## src/rtl/hsel_defs.svh

```systemverilog
// constants for the host port selector and spi slave
`ifndef HSEL_DEFS_SVH
`define HSEL_DEFS_SVH
`define HSEL_RW_BIT 0
`define HSEL_ADDR_MSB 7
`define HSEL_ADDR_LSB 1
`define HSEL_BIT_LAST 3'h7
`define HSEL_BIT_FIRST 3'h0
`define HSEL_SAMPLE_LAST 2'h3
`define HSEL_SYNC_IDLE 5'h04
`define HSEL_FIFO_ADDR 7'h05
`define HSEL_MISO_IDLE 1'h0
`define HSEL_SPI_MAX_KBPS 10000
`endif

```

## src/rtl/hsel_pkg.sv

```systemverilog
// types for the host port selector and spi slave
package hsel_pkg;
    typedef enum logic [1:0] {
        HSEL_UART = 2'h0,
        HSEL_SPI = 2'h2,
        HSEL_I2C = 2'h1,
        HSEL_I2CL = 2'h3
    } hsel_port_type;
    // gray along idle -> address -> data
    typedef enum logic [1:0] {
        HSEL_ST_IDLE = 2'h0,
        HSEL_ST_ADDR = 2'h1,
        HSEL_ST_DATA = 2'h3
    } hsel_state_type;
endpackage

```

## src/rtl/hsel_spi_slave.sv

```systemverilog
// host port type selection and spi register slave
//
// Summary of operation
// Port logic resets and port type is re-sampled after power-up or wake.
// Port type comes from strap pin levels sampled after cold reset.
// Straps 00 UART, 10 SPI (strap1 high), 01 I2C, 11 alternate I2C.
// Shared pins 0..3 map to each port's signals per selected type; only the SPI mapping is built here, other types' pins are ignored.
// Device is SPI slave only; master makes the serial clock.
// Commands and write data on MOSI; read data returned on MISO.
// Slave works up to 10 Mbit/s; master never clocks faster.
// Select high disables the SPI port and resets transfer state.
// Master raises select between successive commands.
// Bytes go MSB first on MOSI and MISO.
// Master changes MOSI on falling edges, stable at rising edges.
// Device updates MISO on falling edges, stable at rising edges.
// Master holds serial clock low at idle.
// First byte: address in bits 7..1, bit 0 one means read.
// Read: each address byte returns its data one byte later.
// Burst writes increment address except at the FIFO address.
// Port type stays latched until next power-up or wake.
// A partial byte at select rise is discarded without access.
`timescale 1ns/1ns
`include "hsel_defs.svh"

module hsel_spi_slave (
    // clock and reset
    input wire logic sys_clk,
    input wire logic rstn,
    // power-up or wake pulse, same domain
    input wire logic wake_pulse,
    // straps and shared host pins
    input wire logic host_type_strap_0,
    input wire logic host_type_strap_1,
    input wire logic host_pin_0,
    input wire logic host_pin_1,
    input wire logic host_pin_3,
    output logic host_pin_2_out,
    output logic host_pin_2_oe,
    // selected port type
    output logic [1:0] port_type,
    output logic port_valid,
    // register access toward the core
    output logic reg_wr,
    output logic reg_rd,
    output logic [6:0] reg_addr,
    output logic [7:0] reg_wdata,
    input wire logic [7:0] reg_rdata
);
    // two-flop synchronisers for straps and pins
    // reset to idle levels: select high, clock and data low
    logic [4:0] sync1_r;
    logic [4:0] sync2_r;
    logic [4:0] pins_in;
    assign pins_in = {host_type_strap_1, host_type_strap_0,
                      host_pin_3, host_pin_1, host_pin_0};
    always_ff @(posedge sys_clk) begin
        if (!rstn) begin
            sync1_r <= `HSEL_SYNC_IDLE;
            sync2_r <= `HSEL_SYNC_IDLE;
        end else begin
            sync1_r <= pins_in;
            sync2_r <= sync1_r;
        end
    end
    wire logic strap1_s = sync2_r[4];
    wire logic strap0_s = sync2_r[3];
    wire logic nss_s = sync2_r[2];
    wire logic sck_s = sync2_r[1];
    wire logic mosi_s = sync2_r[0];

    // port type latch: straps read four edges after reset or wake,
    // once the synchroniser holds settled pin levels
    logic [1:0] sample_cnt_r;
    logic [1:0] type_r;
    logic valid_r;
    // reset and re-sample
    wire logic restart = wake_pulse;
    always_ff @(posedge sys_clk) begin
        if (!rstn || restart) begin
            sample_cnt_r <= 2'h0;
            valid_r <= 1'b0;
            type_r <= hsel_pkg::HSEL_UART;
        // sample once, then hold
        end else if (!valid_r) begin
            if (sample_cnt_r == `HSEL_SAMPLE_LAST) begin
                // strap 1 is the high bit: 2 is spi, 1 standard i2c
                type_r <= {strap1_s, strap0_s};
                valid_r <= 1'b1;
            end else begin
                sample_cnt_r <= sample_cnt_r + 2'h1;
            end
        end
    end
    assign port_type = type_r;
    assign port_valid = valid_r;

    // spi only when selected; other types' pins ignored here
    wire logic spi_on = valid_r && (type_r == hsel_pkg::HSEL_SPI);
    // a select seen before the type is latched counts for nothing
    // select high keeps port in reset
    wire logic sel = spi_on && !nss_s;

    // limitation: each serial clock phase must span over three system
    // clocks, so the top bit rate sits well below the system clock rate
    // rate bounded by sampling
    // edges of master-driven clock, found by the system clock
    // resets to the idle low level, so no false rise follows reset
    logic sck_d_r;
    always_ff @(posedge sys_clk) begin
        if (!rstn) begin
            sck_d_r <= 1'b0;
        end else begin
            sck_d_r <= sck_s;
        end
    end
    wire logic sck_rise = sel && sck_s && !sck_d_r;
    wire logic sck_fall = sel && !sck_s && sck_d_r;

    hsel_pkg::hsel_state_type state_r, state_nxt;
    logic [2:0] bit_r;
    logic [7:0] shin_r;
    logic [7:0] shout_r;
    logic rd_r;
    logic [6:0] addr_r;
    logic wr_r, rdp_r;
    logic [7:0] wd_r;
    logic miso_r, oe_r;

    // msb first in
    wire logic [7:0] byte_in = {shin_r[6:0], mosi_s};
    wire logic byte_done = sck_rise && (bit_r == `HSEL_BIT_LAST);
    wire logic [6:0] rx_addr = byte_in[`HSEL_ADDR_MSB:`HSEL_ADDR_LSB];
    // direction flag in bit 0
    wire logic rx_read = byte_in[`HSEL_RW_BIT];
    wire logic first_byte = (state_r == hsel_pkg::HSEL_ST_ADDR);
    // fifo address does not advance
    wire logic [6:0] next_waddr = (addr_r == `HSEL_FIFO_ADDR) ? addr_r : addr_r + 7'h01;

    always_comb begin
        state_nxt = state_r;
        unique case (state_r)
            hsel_pkg::HSEL_ST_IDLE: if (sel) state_nxt = hsel_pkg::HSEL_ST_ADDR;
            hsel_pkg::HSEL_ST_ADDR: if (byte_done) state_nxt = hsel_pkg::HSEL_ST_DATA;
            hsel_pkg::HSEL_ST_DATA: state_nxt = hsel_pkg::HSEL_ST_DATA;
            default: state_nxt = hsel_pkg::HSEL_ST_IDLE;
        endcase
    end

    always_ff @(posedge sys_clk) begin
        // select high drops partial byte and state
        if (!rstn || !sel) begin
            state_r <= hsel_pkg::HSEL_ST_IDLE;
            bit_r <= `HSEL_BIT_FIRST;
            shin_r <= 8'h00;
            rd_r <= 1'b0;
            addr_r <= 7'h00;
        end else begin
            state_r <= state_nxt;
            // sample on rising edge
            if (sck_rise) begin
                shin_r <= byte_in;
                bit_r <= bit_r + 3'h1;
            end
            if (byte_done && first_byte) begin
                addr_r <= rx_addr;
                rd_r <= rx_read;
            end else if (byte_done && !rd_r) begin
                addr_r <= next_waddr;
            end else if (byte_done) begin
                // every byte of a read is the next address
                addr_r <= rx_addr;
            end
        end
    end

    // register strobes: one cycle each
    always_ff @(posedge sys_clk) begin
        if (!rstn) begin
            wr_r <= 1'b0;
            rdp_r <= 1'b0;
            wd_r <= 8'h00;
        end else begin
            // write data from mosi
            wr_r <= sel && byte_done && !first_byte && !rd_r;
            // the closing byte of a read is fetched too; the slave cannot
            // tell it from a further address until select rises
            // read fetch on each address byte
            rdp_r <= sel && byte_done && (first_byte ? rx_read : rd_r);
            // data follows the shifter; meaningful only with the strobe
            wd_r <= byte_in;
        end
    end
    logic [6:0] ra_r;
    always_ff @(posedge sys_clk) begin
        if (!rstn) begin
            ra_r <= 7'h00;
        end else if (sel && byte_done) begin
            ra_r <= (first_byte || rd_r) ? rx_addr : addr_r;
        end
    end
    assign reg_wr = wr_r;
    assign reg_rd = rdp_r;
    assign reg_addr = ra_r;
    assign reg_wdata = wd_r;

    // miso shifts msb first on falling edges
    always_ff @(posedge sys_clk) begin
        if (!rstn || !sel) begin
            shout_r <= 8'h00;
            miso_r <= `HSEL_MISO_IDLE;
            oe_r <= 1'b0;
        end else begin
            oe_r <= 1'b1;
            // reload lands well before the first falling edge of next byte
            if (rdp_r) begin
                shout_r <= reg_rdata;
            end else if (sck_fall) begin
                miso_r <= shout_r[7];
                shout_r <= {shout_r[6:0], 1'b0};
            end
        end
    end
    assign host_pin_2_out = miso_r;
    assign host_pin_2_oe = oe_r;
endmodule // hsel_spi_slave

```

## config.mk

```make
export PLATFORM = sky130hd
export DESIGN_NAME = hsel_spi_slave
export DESIGN_NICKNAME = d
export VERILOG_FILES = /design/src/rtl/hsel_pkg.sv /design/src/rtl/hsel_spi_slave.sv
export VERILOG_INCLUDE_DIRS = /design/src /design/src/rtl
export SDC_FILE = /design/constraint.sdc
export NUM_CORES = 1
export LEC_CHECK = 0
export ABC_CLOCK_PERIOD_IN_PS = 2000
export BUFFER_PORTS_ARGS = -buffer_cell sky130_fd_sc_hd__buf_2
export CORE_MARGIN = 2
export CORE_UTILIZATION = 55
export CTS_BUF_LIST = sky130_fd_sc_hd__clkbuf_16
export DETAILED_ROUTE_END_ITERATION = 10
export PLACE_DENSITY = 0.77
export SKIP_CTS_REPAIR_TIMING = 1
export SLEW_MARGIN = 10
export SYNTH_ARGS = -nofsm -noshare
export SYNTH_HDL_FRONTEND = slang
export SYNTH_SLANG_ARGS = --single-unit
```

## constraint.sdc

```tcl
create_clock -name sys_clk -period 2 [get_ports sys_clk]
set_input_delay 0.2 -clock sys_clk [delete_from_list [all_inputs] [get_ports sys_clk]]
set_output_delay 0.2 -clock sys_clk [all_outputs]
set_load 0.05 [all_outputs]
```

==> flow_metrics.env <==
export IMPL_cpPeakStageDelay_ns=0.42
export IMPL_fin_crit_ns=1.89
export IMPL_worstSetupEndpointType="register"
export IMPL_synth_area_leaders="dfxtp_1, and2_1, o221a_2, mux2i_1, o21ai_0"
export IMPL_tns_ns=0
export IMPL_root_buffer="clkbuf_16"
export IMPL_drv_cap=0
export IMPL_cts_tree="yes"
export IMPL_numCtsBuffers=9
export IMPL_die_x_um=70.4
export IMPL_hold_worst_slack_ns=0.0602
export IMPL_antenna_cells=0
export IMPL_syn_to_final_growth_pct=19.9
export IMPL_antenna_found_initial=0
export IMPL_ios=38
export IMPL_vias=1906
export IMPL_clk_latency_ns=0.32
export IMPL_arrival_ns=2.10
export IMPL_synthAdderAreaFrac=0.0258
export IMPL_h_tree_depth=3
export IMPL_n_fill_cell=338
export IMPL_synth_distinct_cells=45
export IMPL_crit_family="simple AND/OR/NAND/NOR gates"
export IMPL_rsz0062_at_grt="no"
export IMPL_fp_dieH_um=70.4
export IMPL_grt_pass1_vias=1810
export IMPL_yosysMostFrequentCell="dfxtp_1"
export IMPL_place_gp_congestion=0.865
export IMPL_synth_top_family_by_area="compound AO/OA/AOI/OAI gates"
export IMPL_synth_seq_area_share=0.520
export IMPL_hold_viol=0
export IMPL_synth_nets=267
export IMPL_peakVddDrop_uv=594
export IMPL_wl_per_cell_um=14.2
export IMPL_fp_dieArea_um2=4950
export IMPL_core_area_um2=4290
export IMPL_p_total_mw=2.64
export IMPL_post_synth_cell_area_avg_um2=9.85
export IMPL_critPathMaxFanout=6
export IMPL_initial_core_util=0.564
export IMPL_io_buffer_count=37
export IMPL_power_density_nw_per_um2=908
export IMPL_regArea_um2=1260
export IMPL_muxShareOfSynthArea=0.0413
export IMPL_cp_start_kind="register"
export IMPL_netlist_top_cell_by_area="dfxtp_1"
export IMPL_syn_inst=246
export IMPL_ant_nets=0
export IMPL_drv_slew=0
export IMPL_leakage_nw=1.25
export IMPL_slew_headroom=0.402
export IMPL_p_sw_frac=0.203
export IMPL_critical_path_buf_inv_count=1
export IMPL_met3_usage=0.0491
export IMPL_yosys_warnings=0
export IMPL_rows=24
export IMPL_worst_pin_slew_ns=0.894
export IMPL_comb_power_share=0.017
export IMPL_cp_cell_sequence="inv_1 -> ha_1 -> or4b_1 -> or3_4 -> o21a_4 -> o211a_1"
export IMPL_cts_sinks=63
export IMPL_p_int_mw=2.10
export IMPL_grt_pass1_wl_mm=8.25
export IMPL_synthArstFlopShare=0
export IMPL_grt_busiest_layer="met2"
export IMPL_fin_skew_ns=0.00337
export IMPL_ctsLongestPathBuffers=2
export IMPL_clock_fmax_mhz=529
export IMPL_grt_start_max_net_pins=25
export IMPL_layout_drive_gt1_share=0.248
export IMPL_finalCritPeriodShare=0.945
export IMPL_multi_input_area_um2=1070
export IMPL_met2_usage=0.314
export IMPL_overflow=0
export IMPL_drc=0
export IMPL_nNetsFinal=307
export IMPL_hold_path_class="in -> reg"
export IMPL_pwr_share_seq=0.483
export IMPL_critical_path_slowest_cell="or4b_1"
export IMPL_dr_first_iter_drc_count=87
export IMPL_vias_per_cell=5.57
export IMPL_status="finished, final reports clean"
export IMPL_syn_area_um2=2420
export IMPL_yosys_area_share_simple=0.174
export IMPL_critPathKind="reg -> reg"
export IMPL_synth_xor_area_frac=0.00723
export IMPL_synth_compound_gate_area_share=0.191
export IMPL_clk_pin_slew_ns=0.05
export IMPL_synth_top_area_share=0.520
export IMPL_met1_usage=0.283
export IMPL_synth_seq_cells=63
export IMPL_drt_pass1_iter_count=4
export IMPL_switching_power_mw=0.535
export IMPL_wl_mm=4.85
export IMPL_crit_required_ns=2.21
export IMPL_synth_main_ff_cell="dfxtp_1"
export IMPL_dp_hpwl_mm=3.25
export IMPL_synth_edff_count=0
export IMPL_synth_common_cells="dfxtp_1, nand2_1, o21ai_0"
export IMPL_setup_viol=0
export IMPL_grt_usage=0.215
export IMPL_p_clk_frac=0.500
==> kinds of logic (layout without fill, tap and decap cells) <==
family                   Yosys count  in the layout
multiplexers                      10             10
buffers and inverters             21             65
AO/OA/AOI/OAI                     66             66
AND/OR/NAND/NOR                   79             79
flip-flops                        63             63
adder cells (fa/ha/maj)            5              5
XOR/XNOR                           2              2
==> sequential cells by signal, indices dropped and copies added (netlist names), 2 cells and up <==
name and cells:
sample_cnt_r 2, shout_r 8, port_type 2, addr_r 7
reg_addr 7, sync2_r 5, sync1_r 5, bit_r 3
state_r 2, reg_wdata 8, shin_r 7
==> layer usage <==
metal,up-vias,wire [um]
met5,-,0
met2,53,2190
li1,956,-
met4,0,175
met1,879,2200
met3,18,293
==> layout make-up <==
| class | count | share of cell area |
|---|---|---|
| inverter | 6 | 0.00775 |
| clock buffer | 9 | 0.0775 |
| clock inverter | 6 | 0.00990 |
| timing repair buffer | 44 | 0.0818 |
| tap | 52 | 0.0224 |
| multi-input combinational | 162 | 0.367 |
| sequential | 63 | 0.434 |
==> final timing paths <==
path,start,end,slack [ns],cells past startpoint
worst max-delay path,addr_r[1],addr_r[3],0.11,6
worst min register to register,sync1_r[2],sync2_r[2],0.42,1
worst min-delay path,host_pin_3,sync1_r[2],0.06,2
worst max register to register,addr_r[1],addr_r[3],0.11,6
==> power groups by stage <==
stage	clock, mW	combinational, mW	sequential, mW
after floorplan	0	0.0212	1.30
after global placement	0	0.0444	1.30
after detailed placement	0	0.0449	1.30
after CTS	1.34	0.0457	1.27
after global routing	1.39	0.0513	1.27
final	1.32	0.0452	1.28
==> cells in the final DEF, fill, tap and decap left out, drive strengths merged, types with 2 or more instances in the layout <==
cell type / Yosys / final
xnor2: 2 / 2
nand2b: 5 / 5
inv: 6 / 6
o221a: 9 / 9
buf: 6 / 44
nand3: 5 / 5
dfxtp: 63 / 63
nor2: 14 / 14
a211oi: 2 / 2
ha: 5 / 5
o22ai: 3 / 3
nor3: 3 / 3
clkbuf: 9 / 9
and2: 18 / 18
nand2: 20 / 20
o21ai: 19 / 19
a311oi: 4 / 4
nor2b: 3 / 3
o211a: 2 / 2
a21oi: 16 / 16
mux2i: 10 / 10
a31oi: 4 / 4
clkinv: 0 / 5
==> through the flow <==
step / utilization / setup WS (ns) / instances / area, um^2
after floorplan: - / 0.116 / 246 / 2420
after global placement: 0.618 / 0.191 / 327 / 2650
after detailed placement: 0.618 / 0.119 / 327 / 2650
after CTS: 0.677 / 0.109 / 342 / 2910
after global routing: 0.677 / 0.0166 / 342 / 2910
final: 0.677 / 0.109 / 342 / 2910
(Power assumes the default switching activity.)
